==> config.mk <==
export PLATFORM = sky130hd
export DESIGN_NAME = sfdp_parameter_rom
export DESIGN_NICKNAME = d
export VERILOG_FILES = /design/src/hdl/sfdp_pkg.sv /design/src/hdl/sfdp_parameter_rom.sv
export SDC_FILE = /design/constraint.sdc
export NUM_CORES = 1
export LEC_CHECK = 0
export ABC_AREA = 1
export BUFFER_PORTS_ARGS = -buffer_cell sky130_fd_sc_hd__buf_2
export CAP_MARGIN = 5
export CELL_PAD_IN_SITES_DETAIL_PLACEMENT = 0
export CELL_PAD_IN_SITES_GLOBAL_PLACEMENT = 1
export CORE_MARGIN = 1.5
export CORE_UTILIZATION = 37
export DETAILED_ROUTE_END_ITERATION = 7
export PLACE_DENSITY = 0.88
export RECOVER_POWER = 100
export SETUP_SLACK_MARGIN = 0.05
export SYNTH_ARGS = -nofsm -noshare
export SYNTH_HDL_FRONTEND = slang
export SYNTH_SLANG_ARGS = --single-unit
==> constraint.sdc <==
create_clock -name clk_in -period 3.1 [get_ports clk_in]
set_clock_uncertainty 0.15 [all_clocks]
set_input_delay 0.62 -clock clk_in [delete_from_list [all_inputs] [get_ports clk_in]]
set_output_delay 0.62 -clock clk_in [all_outputs]
set_load 0.05 [all_outputs]
==> src/hdl/sfdp_pkg.sv <==
`default_nettype none
package sfdp_pkg;
  // byte address width of the parameter space (0000h..00ffh)
  localparam int unsigned ADDR_W = 8;
  localparam int unsigned DATA_W = 8;

  // command code that opens the parameter space
  localparam logic [7:0] READ_DISCOVERY_PARAMS_CMD = 8'h5a;

  // arbitrary neutral value for the second table's maker code
  localparam logic [7:0] MAKER_CODE_DEFAULT = 8'ha5;

  // byte addresses
  localparam logic [7:0] A_PH0_MAJOR   = 8'h0a;
  localparam logic [7:0] A_PH0_LEN     = 8'h0b;
  localparam logic [7:0] A_PH0_PTR0    = 8'h0c;
  localparam logic [7:0] A_PH0_PTR1    = 8'h0d;
  localparam logic [7:0] A_PH0_PTR2    = 8'h0e;
  localparam logic [7:0] A_PH0_ID_MSB  = 8'h0f;
  localparam logic [7:0] A_PH1_ID      = 8'h10;
  localparam logic [7:0] A_PH1_MINOR   = 8'h11;
  localparam logic [7:0] A_PH1_MAJOR   = 8'h12;
  localparam logic [7:0] A_PH1_LEN     = 8'h13;
  localparam logic [7:0] A_PH1_PTR0    = 8'h14;
  localparam logic [7:0] A_PH1_PTR1    = 8'h15;
  localparam logic [7:0] A_PH1_PTR2    = 8'h16;
  localparam logic [7:0] A_PH1_UNUSED  = 8'h17;
  localparam logic [7:0] A_BFT_ERASE   = 8'h30;
  localparam logic [7:0] A_BFT_ER_CODE = 8'h31;
  localparam logic [7:0] A_BFT_READS   = 8'h32;
  localparam logic [7:0] A_BFT_UNUSED  = 8'h33;
  localparam logic [7:0] A_BFT_DENS0   = 8'h34;
  localparam logic [7:0] A_BFT_DENS1   = 8'h35;
  localparam logic [7:0] A_BFT_DENS2   = 8'h36;
  localparam logic [7:0] A_BFT_DENS3   = 8'h37;
  localparam logic [7:0] A_BFT_QIO_CYC = 8'h38;

  // data values
  localparam logic [7:0] V_PH0_MAJOR   = 8'h01;
  localparam logic [7:0] V_PH0_LEN     = 8'h10;
  localparam logic [7:0] V_PH0_PTR0    = 8'h30;
  localparam logic [7:0] V_ZERO        = 8'h00;
  localparam logic [7:0] V_FF          = 8'hff;
  localparam logic [7:0] V_PH1_MINOR   = 8'h00;
  localparam logic [7:0] V_PH1_MAJOR   = 8'h01;
  localparam logic [7:0] V_PH1_LEN     = 8'h03;
  localparam logic [7:0] V_PH1_PTR0    = 8'h70;
  localparam logic [7:0] V_BFT_ER_CODE = 8'h20;
  localparam logic [7:0] V_DENS3       = 8'h0f;

  // byte 30h fields
  localparam logic [2:0] ERASE_UNUSED  = 3'h7;
  localparam logic [1:0] ERASE_SR_NV   = 2'h0;
  localparam logic       ERASE_BUF_GT  = 1'b1;
  localparam logic [1:0] ERASE_4K_UNI  = 2'h1;

  // byte 32h fields
  localparam logic       READS_UNUSED     = 1'b1;
  localparam logic       QUAD_OUTPUT_READ = 1'b1;
  localparam logic       QUAD_IO_READ     = 1'b1;
  localparam logic       DUAL_IO_READ     = 1'b1;
  localparam logic       DOUBLE_RATE      = 1'b1;
  localparam logic [1:0] ADDR_3_OR_4      = 2'h1;
  localparam logic       SINGLE_LINE_IO   = 1'b1;

  // byte 38h fields
  localparam logic [2:0] QIO_MODE_CYC  = 3'h2;
  localparam logic [4:0] QIO_DUMMY_CYC = 5'h04;

  // value returned for locations outside the covered span
  localparam logic [7:0] V_UNCOVERED   = 8'hff;

  typedef enum logic [0:0] {
    SFDP_IDLE = 1'b0,
    SFDP_READ = 1'b1
  } sfdp_state_t;
endpackage : sfdp_pkg
`default_nettype wire

==> src/hdl/sfdp_parameter_rom.sv <==
`default_nettype none
// What this block does
// - byte 0Ah returns 01h table major
// - byte 0Bh returns 10h, sixteen dwords
// - bytes 0Ch..0Eh give pointer 30h,00h,00h
// - byte 0Fh returns FFh legacy id
// - byte 10h returns the maker code
// - bytes 11h/12h return 00h and 01h
// - byte 13h returns 03h, three dwords
// - bytes 14h..17h give 70h,00h,00h,FFh
// - byte 30h reads E5h, erase fields
// - byte 30h bit2 set, bits7:5 ones
// - byte 31h returns erase code 20h
// - byte 32h reads FBh read support flags
// - byte 32h bits18:17 read 01b
// - byte 33h returns FFh
// - bytes 34h..37h give density FFFFFF0Fh-order
// - byte 38h returns 44h quad-io cycles
// - reachable only by command 5Ah, from the address given with it
// - contents read-only, writes ignored
module sfdp_parameter_rom #(
  parameter logic [7:0] MAKER_CODE = sfdp_pkg::MAKER_CODE_DEFAULT
) (
  input  wire logic                         clk_in,
  input  wire logic                         rstn_in,
  input  wire logic                         start_in,
  input  wire logic [7:0]                   cmd_in,
  input  wire logic [sfdp_pkg::ADDR_W-1:0]  addr_in,
  input  wire logic                         next_in,
  input  wire logic                         end_in,
  output logic                              busy_out,
  output logic                              valid_out,
  output logic [sfdp_pkg::DATA_W-1:0]       data_out,
  output logic [sfdp_pkg::ADDR_W-1:0]       addr_out
);

  sfdp_pkg::sfdp_state_t            state;
  sfdp_pkg::sfdp_state_t            next_state;
  logic [sfdp_pkg::ADDR_W-1:0]      addr;
  logic [sfdp_pkg::ADDR_W-1:0]      next_addr;
  logic                             valid;
  logic                             next_valid;
  logic [sfdp_pkg::DATA_W-1:0]      data;
  logic [sfdp_pkg::DATA_W-1:0]      next_data;
  logic [sfdp_pkg::DATA_W-1:0]      rom_byte;

  // depth of the byte space; addresses wrap at its top
  localparam int unsigned DEPTH = 2 ** sfdp_pkg::ADDR_W;

  // multi-field bytes are built from their fields so that each bit
  // group traces to its own constant rather than to a magic number
  logic [sfdp_pkg::DATA_W-1:0]      erase_byte;
  logic [sfdp_pkg::DATA_W-1:0]      reads_byte;
  logic [sfdp_pkg::DATA_W-1:0]      qio_byte;
  logic [sfdp_pkg::DATA_W-1:0]      table_mem [0:DEPTH-1];

  // byte 30h: unused bits, status default, buffer size, erase granule
  assign erase_byte = {sfdp_pkg::ERASE_UNUSED,
                       sfdp_pkg::ERASE_SR_NV,
                       sfdp_pkg::ERASE_BUF_GT,
                       sfdp_pkg::ERASE_4K_UNI};

  // byte 32h: read modes, transfer rate, address bytes, single/dual
  assign reads_byte = {sfdp_pkg::READS_UNUSED,
                       sfdp_pkg::QUAD_OUTPUT_READ,
                       sfdp_pkg::QUAD_IO_READ,
                       sfdp_pkg::DUAL_IO_READ,
                       sfdp_pkg::DOUBLE_RATE,
                       sfdp_pkg::ADDR_3_OR_4,
                       sfdp_pkg::SINGLE_LINE_IO};

  // byte 38h: mode cycles above dummy cycles
  assign qio_byte   = {sfdp_pkg::QIO_MODE_CYC,
                       sfdp_pkg::QIO_DUMMY_CYC};

  // header 0, first dword: only its upper two bytes are held here
  function automatic logic [7:0] ph0_dword1_byte(input logic [7:0] a);
    logic [7:0] v;
    case (a)
      sfdp_pkg::A_PH0_MAJOR: begin
        v = sfdp_pkg::V_PH0_MAJOR;
      end
      sfdp_pkg::A_PH0_LEN: begin
        v = sfdp_pkg::V_PH0_LEN;
      end
      default: begin
        v = sfdp_pkg::V_UNCOVERED;
      end
    endcase
    return v;
  endfunction : ph0_dword1_byte

  // header 0, second dword: basic table pointer and id high byte
  function automatic logic [7:0] ph0_dword2_byte(input logic [7:0] a);
    logic [7:0] v;
    case (a)
      sfdp_pkg::A_PH0_PTR0: begin
        v = sfdp_pkg::V_PH0_PTR0;
      end
      sfdp_pkg::A_PH0_PTR1: begin
        v = sfdp_pkg::V_ZERO;
      end
      sfdp_pkg::A_PH0_PTR2: begin
        v = sfdp_pkg::V_ZERO;
      end
      sfdp_pkg::A_PH0_ID_MSB: begin
        v = sfdp_pkg::V_FF;
      end
      default: begin
        v = sfdp_pkg::V_UNCOVERED;
      end
    endcase
    return v;
  endfunction : ph0_dword2_byte

  // header 1, first dword: maker code, revisions and length
  function automatic logic [7:0] ph1_dword1_byte(input logic [7:0] a,
                                                 input logic [7:0] maker);
    logic [7:0] v;
    case (a)
      sfdp_pkg::A_PH1_ID: begin
        v = maker;
      end
      sfdp_pkg::A_PH1_MINOR: begin
        v = sfdp_pkg::V_PH1_MINOR;
      end
      sfdp_pkg::A_PH1_MAJOR: begin
        v = sfdp_pkg::V_PH1_MAJOR;
      end
      sfdp_pkg::A_PH1_LEN: begin
        v = sfdp_pkg::V_PH1_LEN;
      end
      default: begin
        v = sfdp_pkg::V_UNCOVERED;
      end
    endcase
    return v;
  endfunction : ph1_dword1_byte

  // header 1, second dword: vendor table pointer and an unused byte
  function automatic logic [7:0] ph1_dword2_byte(input logic [7:0] a);
    logic [7:0] v;
    case (a)
      sfdp_pkg::A_PH1_PTR0: begin
        v = sfdp_pkg::V_PH1_PTR0;
      end
      sfdp_pkg::A_PH1_PTR1: begin
        v = sfdp_pkg::V_ZERO;
      end
      sfdp_pkg::A_PH1_PTR2: begin
        v = sfdp_pkg::V_ZERO;
      end
      sfdp_pkg::A_PH1_UNUSED: begin
        v = sfdp_pkg::V_FF;
      end
      default: begin
        v = sfdp_pkg::V_UNCOVERED;
      end
    endcase
    return v;
  endfunction : ph1_dword2_byte

  // basic table, first dword: erase and read capabilities
  function automatic logic [7:0] bft_dword1_byte(input logic [7:0] a,
                                                 input logic [7:0] erase,
                                                 input logic [7:0] reads);
    logic [7:0] v;
    case (a)
      sfdp_pkg::A_BFT_ERASE: begin
        v = erase;
      end
      sfdp_pkg::A_BFT_ER_CODE: begin
        v = sfdp_pkg::V_BFT_ER_CODE;
      end
      sfdp_pkg::A_BFT_READS: begin
        v = reads;
      end
      sfdp_pkg::A_BFT_UNUSED: begin
        v = sfdp_pkg::V_FF;
      end
      default: begin
        v = sfdp_pkg::V_UNCOVERED;
      end
    endcase
    return v;
  endfunction : bft_dword1_byte

  // basic table, second dword: zero-based density, low byte first
  function automatic logic [7:0] bft_dword2_byte(input logic [7:0] a);
    logic [7:0] v;
    case (a)
      sfdp_pkg::A_BFT_DENS0: begin
        v = sfdp_pkg::V_FF;
      end
      sfdp_pkg::A_BFT_DENS1: begin
        v = sfdp_pkg::V_FF;
      end
      sfdp_pkg::A_BFT_DENS2: begin
        v = sfdp_pkg::V_FF;
      end
      sfdp_pkg::A_BFT_DENS3: begin
        v = sfdp_pkg::V_DENS3;
      end
      default: begin
        v = sfdp_pkg::V_UNCOVERED;
      end
    endcase
    return v;
  endfunction : bft_dword2_byte

  // basic table, third dword: only its first byte is held here
  function automatic logic [7:0] bft_dword3_byte(input logic [7:0] a,
                                                 input logic [7:0] quad_io_read);
    logic [7:0] v;
    case (a)
      sfdp_pkg::A_BFT_QIO_CYC: begin
        v = quad_io_read;
      end
      default: begin
        v = sfdp_pkg::V_UNCOVERED;
      end
    endcase
    return v;
  endfunction : bft_dword3_byte

  // one entry of the table: the dword by the upper bits, then the byte
  function automatic logic [7:0] rom_lookup(input logic [7:0] a,
                                            input logic [7:0] maker,
                                            input logic [7:0] erase,
                                            input logic [7:0] reads,
                                            input logic [7:0] quad_io_read);
    logic [7:0] v;
    case (a[7:2])
      sfdp_pkg::A_PH0_MAJOR[7:2]: begin
        v = ph0_dword1_byte(a);
      end
      sfdp_pkg::A_PH0_PTR0[7:2]: begin
        v = ph0_dword2_byte(a);
      end
      sfdp_pkg::A_PH1_ID[7:2]: begin
        v = ph1_dword1_byte(a, maker);
      end
      sfdp_pkg::A_PH1_PTR0[7:2]: begin
        v = ph1_dword2_byte(a);
      end
      sfdp_pkg::A_BFT_ERASE[7:2]: begin
        v = bft_dword1_byte(a, erase, reads);
      end
      sfdp_pkg::A_BFT_DENS0[7:2]: begin
        v = bft_dword2_byte(a);
      end
      sfdp_pkg::A_BFT_QIO_CYC[7:2]: begin
        v = bft_dword3_byte(a, quad_io_read);
      end
      default: begin
        v = sfdp_pkg::V_UNCOVERED;
      end
    endcase
    return v;
  endfunction : rom_lookup

  // the table is a constant array with no write path, so no host
  // action can change what it returns
  for (genvar i = 0; i < DEPTH; i++) begin : g_entry
    assign table_mem[i] = rom_lookup(8'(i), MAKER_CODE, erase_byte,
                                     reads_byte, qio_byte);
  end

  // the address spans the whole space, so every index is in range
  assign rom_byte = table_mem[addr];

  always_comb begin
    next_state = state;
    next_addr  = addr;
    next_valid = 1'b0;
    next_data  = data;
    case (state)
      sfdp_pkg::SFDP_IDLE: begin
        // any other command code leaves the table untouched and silent
        if (start_in && cmd_in == sfdp_pkg::READ_DISCOVERY_PARAMS_CMD) begin
          next_state = sfdp_pkg::SFDP_READ;
          next_addr  = addr_in;
        end
      end
      sfdp_pkg::SFDP_READ: begin
        if (end_in) begin
          next_state = sfdp_pkg::SFDP_IDLE;
        end else if (next_in) begin
          // address wraps within the 256-byte space
          next_data  = rom_byte;
          next_valid = 1'b1;
          next_addr  = addr + 8'h01;
        end
      end
      default: begin
        next_state = sfdp_pkg::SFDP_IDLE;
      end
    endcase
  end

  always_ff @(posedge clk_in) begin
    if (!rstn_in) begin
      state <= sfdp_pkg::SFDP_IDLE;
      addr  <= 8'h00;
      valid <= 1'b0;
      data  <= 8'h00;
    end else begin
      state <= next_state;
      addr  <= next_addr;
      valid <= next_valid;
      data  <= next_data;
    end
  end

  assign busy_out  = (state == sfdp_pkg::SFDP_READ);
  assign valid_out = valid;
  assign data_out  = data;
  assign addr_out  = addr;

endmodule : sfdp_parameter_rom
`default_nettype wire

==> results.cfg, run 1 <==
[worst_setup_path]
cp.arrival_ns = 2.44
r2r-start = busy_out
slowest_stage = nor3_1
path_cells = nand3_1, nor3_1, nand2_1, nor2_1, nor2_1
worstPathBufferInverterCount = 0
rr_worst_depth = 5
critical_path.top_delay_family = simple AND/OR/NAND/NOR gates
worstSetupEndpointType = flop
cp_max_fo = 15
regToRegSetupSlack_ns = 0.71
worstSetupPathType = flop to flop
required_ns = 3.15
crit_path_start_kind = flop
cpPeakStageDelay_ns = 0.75
reg2reg_to = data_out[3]
critPathMostFrequentCell = nor2_1

[cts]
cts-root-buf = clkbuf_4
cts_buffer_depth = 2
cts_made_buffers = 3
post_cts_resized = 0
hold_buffers = 0
clk_latency_ns = 0.30
h-tree-depth = 1
cts_setup_buffers = 0
path_clk_slew_ns = 0.12
cts_tree = yes
clock-sinks = 18

[place]
routabilityCongestion = 0.822
dp_hpwl_um = 2410
port_buffers = 38
place_ws_ns = 1.28
place_area_um2 = 1460

[sta]
slew_headroom_pct = 42.8
worst_slack_ns = 0.705
finalSetupTns_ns = 0
worst_pin_slew_ns = 0.852
setup_viol = 0
period_needed_ns = 2.39
slew_violations = 0
rsz0062_at_grt = false
fmax_mhz = 418
fin_crit_sh_pct = 77.3
hold_violations = 0

[floorplanning]
die_area_um2 = 3770
fp.dieW_um = 61.4
rows = 21
io_pins = 39
core_um2 = 3310
initial_core_util_pct = 38.2
die-height_um = 61.4

[route]
num_vias = 1326
viasPerCell = 4.74
wl_per_cell_um = 11.4
drtIter0Drc = 53
drc = 0
firstDrtPassIters = 4
routed_wirelength_um = 3200
drtAntennaViolNets = 0

[layout]
layout_commonest_cell = nand2_1
seq_area_um2 = 360
final_nets = 262
final_cell_mix = nand2_1, o21ai_0, inv_1, nand3_1, buf_2
diodes = 0
multi_input_area_um2 = 732
finish.instance_area_um2 = 1440
drive_gt1_share_pct = 12.4
fill_cells = 383
area_growth_pct = 14.2

[grt]
antenna_found_initial = 0
grt_use_total_pct = 19.1
grt.overflow.total = 0
grt_pass1_vias = 1263
grt_max_degree = 16
grt_pass1_wl_um = 5580

[yosys]
syn_area_um2 = 1260
yosysUniqueCellTypes = 25
ys_warn_count = 0
synth_nets = 226
ys_ff_latch = 18
syn_avg_cell_area_um2 = 6.35
synthCells = 199
yosysSeqAreaShare_pct = 28.5

[run_status]
outcome = finished, final reports clean

[min_path]
hp-class = flop to flop
min_to = data_out[3]
min_from = data_out[3]
hold_depth = 2

[power_and_ir_drop]
total_leakage_power_nw = 0.629
ir_drop_mv = 0.136
powerDensity_nw_per_um2 = 284

[flow_run]
maxCapViolCount = 0
## Yosys cell counts
cell type   n  area (µm²)
nand3b_1    1        7.51
nand3_1    20         100
inv_4       1        6.26
nand2_2     1        6.26
buf_1       1        3.75
inv_1      22        82.6
nor2_1     17        63.8
nand2_1    52         195
a21oi_1    19        95.1
mux2i_1     1        10.0
buf_4       2        15.0
nand3_2     1        10.0
or2_2       2        12.5
o21ai_1     3        15.0
dfxtp_1    18         360
nor2_2      1        6.26
nand3_4     1        17.5
o21ai_0    22         110
ha_1        6        75.1
buf_2       2        10.0
nor2_4      1        11.3
nor3_1      1        5.00
nor3_4      1        16.3
buf_6       2        22.5
a31oi_1     1        6.26
## worst max-delay path by stage
stage,start,to,cells after the start
floorplan,addr_out[0],data_out[6],9
global placement,end_in,data_out[3],7
detailed placement,busy_out,busy_out,1
CTS,busy_out,busy_out,1
global route,busy_out,data_out[1],5
finish,busy_out,data_out[3],5
## where the power goes
group,internal [mW],leakage (nW),switching (mW)
combinational,0.0138,0.463,0.0128
sequential,0.231,0.145,0.000689
clock,0.0716,0.0210,0.0798
total,0.317,0.629,0.0933
## per-layer routing
layer	GRT usage [%]	routed length, µm	share of wire [%]
met5	0	0	0
met4	5.47	35	1.1
met3	3.15	141	4.4
met2	32.1	1480	46
met1	25.1	1540	48
## tightest hold or removal path: cells and delay by family (launching register included)
kind	cells	cell delay [ns]
AO/OA/AOI/OAI	1	0.08
flip-flops	1	0.34
AND/OR/NAND/NOR	1	0.09
## metrics by stage
step                      hold slack (ns)  std cells  power (mW)  utilization, %
after detailed placement            0.363        276       0.266            44.1
after global placement              0.356        276       0.266            44.1
after floorplan                     0.603        199       0.250               -
after global routing                0.424        280       0.427            43.6
final                               0.393        280       0.410            43.6
after CTS                           0.393        280       0.416            45.2
## area by class of cell
cell class / instances / share of cell area, %
timing repair buffer: 38 / 11.6
multi-input combinational: 151 / 50.7
sequential: 18 / 25.0
tap: 46 / 3.99
clock buffer: 4 / 2.52
inverter: 23 / 6.16
## logic make-up after synthesis
family	count (synthesis)	share of synthesized area [%]
simple gates	99	35.7
compound gates	45	17.9
buf+inv	30	11.1
flops	18	28.5
fa+ha+maj	6	5.94
mux	1	0.792
## flip-flops by register name (all words and copies together), names as in the netlist
signal     flops
addr_out       8
valid_out      1
data_out       8
busy_out       1
(Power assumes the default switching activity.)
==> run 2, diff against run 1 <==
Settings changed: CORE_UTILIZATION 37 to 31, PLACE_DENSITY 0.88 to 0.79.
Clock period 3.1 ns to 2.2 ns, I/O delays scaled along.
==> results.cfg, run 2 (synthesized netlist as in run 1, its figures left out) <==
[sta]
fmax_mhz = 510
slew_headroom_pct = 60.2
fin_crit_sh_pct = 89.2
rsz0062_at_grt = false
hold_violations = 0
period_needed_ns = 1.96
slew_violations = 0
worst_pin_slew_ns = 0.600
hold_ws_ns = 0.302
finalSetupTns_ns = 0
setup_viol = 0

[layout]
drive_gt1_share_pct = 13.9
final_util_pct = 37.8
final_cells = 287
fill_cells = 463
final_nets = 265
area_growth_pct = 18.8
layout_commonest_cell = nand2_1
finish.instance_area_um2 = 1500
final_cell_mix = nand2_1, o21ai_0, inv_1
diodes = 0

[route]
routed_wirelength_um = 3310
num_vias = 1363
drc = 0
firstDrtPassIters = 4
viasPerCell = 4.75
drtIter0Drc = 51
drtAntennaViolNets = 0
wl_per_cell_um = 11.5

[place]
routabilityCongestion = 0.880
place_area_um2 = 1490
place_inst = 283
dp_hpwl_um = 2610
port_buffers = 38

[power_and_ir_drop]
total_leakage_power_nw = 0.648
ir_drop_mv = 0.279
powerDensity_nw_per_um2 = 430

[cts]
h-tree-depth = 1
hold_buffers = 0
path_clk_slew_ns = 0.07
cts_tree = yes
post_cts_resized = 0
cts-root-buf = clkbuf_8
cts_setup_buffers = 0
cts_buffer_depth = 2
clock-sinks = 18
clk_latency_ns = 0.26
cts_made_buffers = 3

[grt]
grt_max_degree = 14
grt.overflow.total = 0
antenna_found_initial = 0
grt_use_total_pct = 15.8
grt_pass1_wl_um = 5450
grt_pass1_vias = 1243

[worst_setup_path]
worstSetupEndpointType = output pin
required_ns = 1.61
cp_max_fo = 13
regToRegSetupSlack_ns = 0.39
reg2reg_to = data_out[6]
cp.arrival_ns = 1.37
path_depth = 1
critical_path.top_delay_family = flip-flops
slowest_stage = dfxtp_1
rr_worst_depth = 9
endpoint = addr_out[3]
worstPathBufferInverterCount = 1
cp-startpoint = addr_out[3]
path_cells = clkbuf_1
cpPeakStageDelay_ns = 0.60
worstSetupPathType = flop to output pin
crit_path_start_kind = flop
r2r-start = addr_out[0]

[floorplanning]
die_area_um2 = 4470
io_pins = 39
fp.dieW_um = 66.8
rows = 23
die-height_um = 66.8
initial_core_util_pct = 31.8
core_um2 = 3970

[min_path]
min_from = end_in
hp-class = primary input to flop

[flow_run]
maxCapViolCount = 0

[run_status]
outcome = finished, final reports clean
run 2: changes by cell type in the layout (fill, tap and decap cells not counted):
cell / previous run / this run
clkbuf_1: 18 / 19
nand3_1: 22 / 21
buf_4: 0 / 2
clkbuf_4: 3 / 0
nor3_4: 0 / 1
nand3_2: 0 / 1
clkbuf_8: 1 / 4
nor3_1: 2 / 1
run 2: metal layers:
| layer | share of wire [%] | track usage [%] | vias up | wire length (µm) |
|---|---|---|---|---|
| met3 | 3.7 | 3.04 | 5 | 123 |
| met2 | 48 | 28.6 | 32 | 1600 |
| met4 | 0.72 | 3.06 | 0 | 24 |
| met1 | 47 | 19.4 | 603 | 1570 |
| li1 | - | - | 723 | - |
| met5 | 0 | 0 | - | 0 |
run 2: worst min-delay path by stage:
stage | end | slack (ns) | cells after the start
finish | busy_out | 0.30 | 4
global placement | data_out[1] | 0.36 | 2
CTS | addr_out[2] | 0.32 | 3
global route | addr_out[2] | 0.33 | 3
floorplan | data_out[2] | 0.43 | 2
detailed placement | data_out[1] | 0.36 | 2
run 2: final cells by class:
class                   count  area, µm²  area share (%)
inverters                  23       88.8            5.92
well taps                  50       62.6            4.17
clock buffers               4       55.1            3.67
multi-input cells         151        748            49.8
flip-flops and latches     18        360            24.0
repair buffers             41        186            12.4
run 2: through the flow:
| step | power [mW] | setup WS (ns) |
|---|---|---|
| final | 0.646 | 0.238 |
| after global routing | 0.670 | 0.178 |
| after CTS | 0.653 | 0.391 |
| after detailed placement | 0.375 | 0.411 |
| after global placement | 0.375 | 0.475 |
| after floorplan | 0.353 | 0.190 |
run 2: power breakdown:
group          total (mW)  switching [mW]  internal (mW)
combinational      0.0382          0.0186         0.0197
sequential          0.327        0.000889          0.326
clock               0.281           0.121          0.159
==> run 3, diff against run 2 <==
Settings changed: ABC_CLOCK_PERIOD_IN_PS set to 2370, CORE_UTILIZATION 31 to 37, PLACE_DENSITY 0.79 to 0.88.
Clock period 2.2 ns to 2.37 ns, I/O delays scaled along.
==> results.cfg, run 3 (synthesized netlist as in run 1, its figures left out) <==
[run_status]
outcome = finished, final reports clean

[layout]
layout_commonest_cell = nand2_1
diodes = 0
fill_cells = 398
area_growth_pct = 15.1
multi_input_area_um2 = 737
final_util_pct = 44.0
seq_area_um2 = 360
final_cell_mix = nand2_1, o21ai_0, inv_1, nand3_1, buf_2
final_cells = 281
finish.instance_area_um2 = 1460
drive_gt1_share_pct = 13.2
final_nets = 263

[cts]
hold_buffers = 0
clk_latency_ns = 0.30
path_clk_slew_ns = 0.11
cts_buffer_depth = 2
cts_made_buffers = 3
cts_tree = yes
cts_setup_buffers = 0
clock-sinks = 18
h-tree-depth = 1
post_cts_resized = 0
cts-root-buf = clkbuf_4

[place]
routabilityCongestion = 0.888
place_inst = 277
port_buffers = 38
dp_hpwl_um = 2430
place_area_um2 = 1470

[worst_setup_path]
rr_worst_depth = 5
crit_path_start_kind = flop
slowest_stage = dfxtp_1
critical_path.top_delay_family = flip-flops
cp.arrival_ns = 1.47
worstPathBufferInverterCount = 1
cpPeakStageDelay_ns = 0.64
required_ns = 1.75
path_depth = 1
path_cells = clkbuf_1
worstSetupPathType = flop to output pin
cp_max_fo = 15
worstSetupEndpointType = output pin

[grt]
grt.overflow.total = 0
grt_use_total_pct = 18.8
grt_pass1_wl_um = 5340
antenna_found_initial = 0
grt_pass1_vias = 1242
grt_max_degree = 16

[route]
num_vias = 1362
drtIter0Drc = 43
routed_wirelength_um = 3250
viasPerCell = 4.85
firstDrtPassIters = 4
drc = 0
drtAntennaViolNets = 0
wl_per_cell_um = 11.6

[sta]
setup_viol = 0
fmax_mhz = 476
rsz0062_at_grt = false
hold_violations = 0
finalSetupTns_ns = 0
fin_crit_sh_pct = 88.6
slew_headroom_pct = 59.6
worst_pin_slew_ns = 0.608
period_needed_ns = 2.10
slew_violations = 0

[floorplanning]
io_pins = 39
core_um2 = 3310
die_area_um2 = 3770
rows = 21
fp.dieW_um = 61.4
initial_core_util_pct = 38.2
die-height_um = 61.4

[power_and_ir_drop]
finalPower_mw = 0.536
ir_drop_mv = 0.184
total_leakage_power_nw = 0.640
powerDensity_nw_per_um2 = 368

[min_path]
hold_depth = 4
hp-class = primary input to flop

[flow_run]
maxCapViolCount = 0
[run 3: changes by cell type in the layout (fill, tap and decap cells not counted), sizes merged]
cell / previous run / this run
buf: 22 / 21
clkbuf: 23 / 22
[run 3: report_power, final]
group	leakage, nW	internal, mW	switching (mW)
Clock	0.0210	0.0938	0.103
Sequential	0.145	0.303	0.000889
Combinational	0.474	0.0181	0.0172
Total	0.640	0.415	0.121
[run 3: layout make-up]
| class | instances | share of cell area (%) |
|---|---|---|
| Tap cell | 46 | 3.96 |
| Multi-Input combinational cell | 151 | 50.6 |
| Timing Repair Buffer | 39 | 12.0 |
| Inverter | 23 | 6.10 |
| Clock buffer | 4 | 2.49 |
| Sequential cell | 18 | 24.8 |
[run 3: per-layer routing]
metal	GRT usage, %	vias to the layer above	wire length (µm)
met5	0	-	0
met4	7.90	0	83
met3	3.15	9	157
met2	31.6	39	1470
met1	23.7	598	1540
li1	-	716	-
[run 3: worst paths after layout]
check                                    to  slack (ns)        start
worst max register to register  data_out[1]        0.53     busy_out
worst min register to register  data_out[3]        0.40  data_out[3]
worst max-delay path            addr_out[4]        0.27  addr_out[4]
worst min-delay path               busy_out        0.27       end_in
[run 3: per-stage QoR]
stage	worst slack [ns]	hold WS, ns
CTS	0.435	0.291
detailed placement	0.607	0.370
finish	0.271	0.267
global placement	0.671	0.355
global route	0.201	0.312
floorplan	0.360	0.462
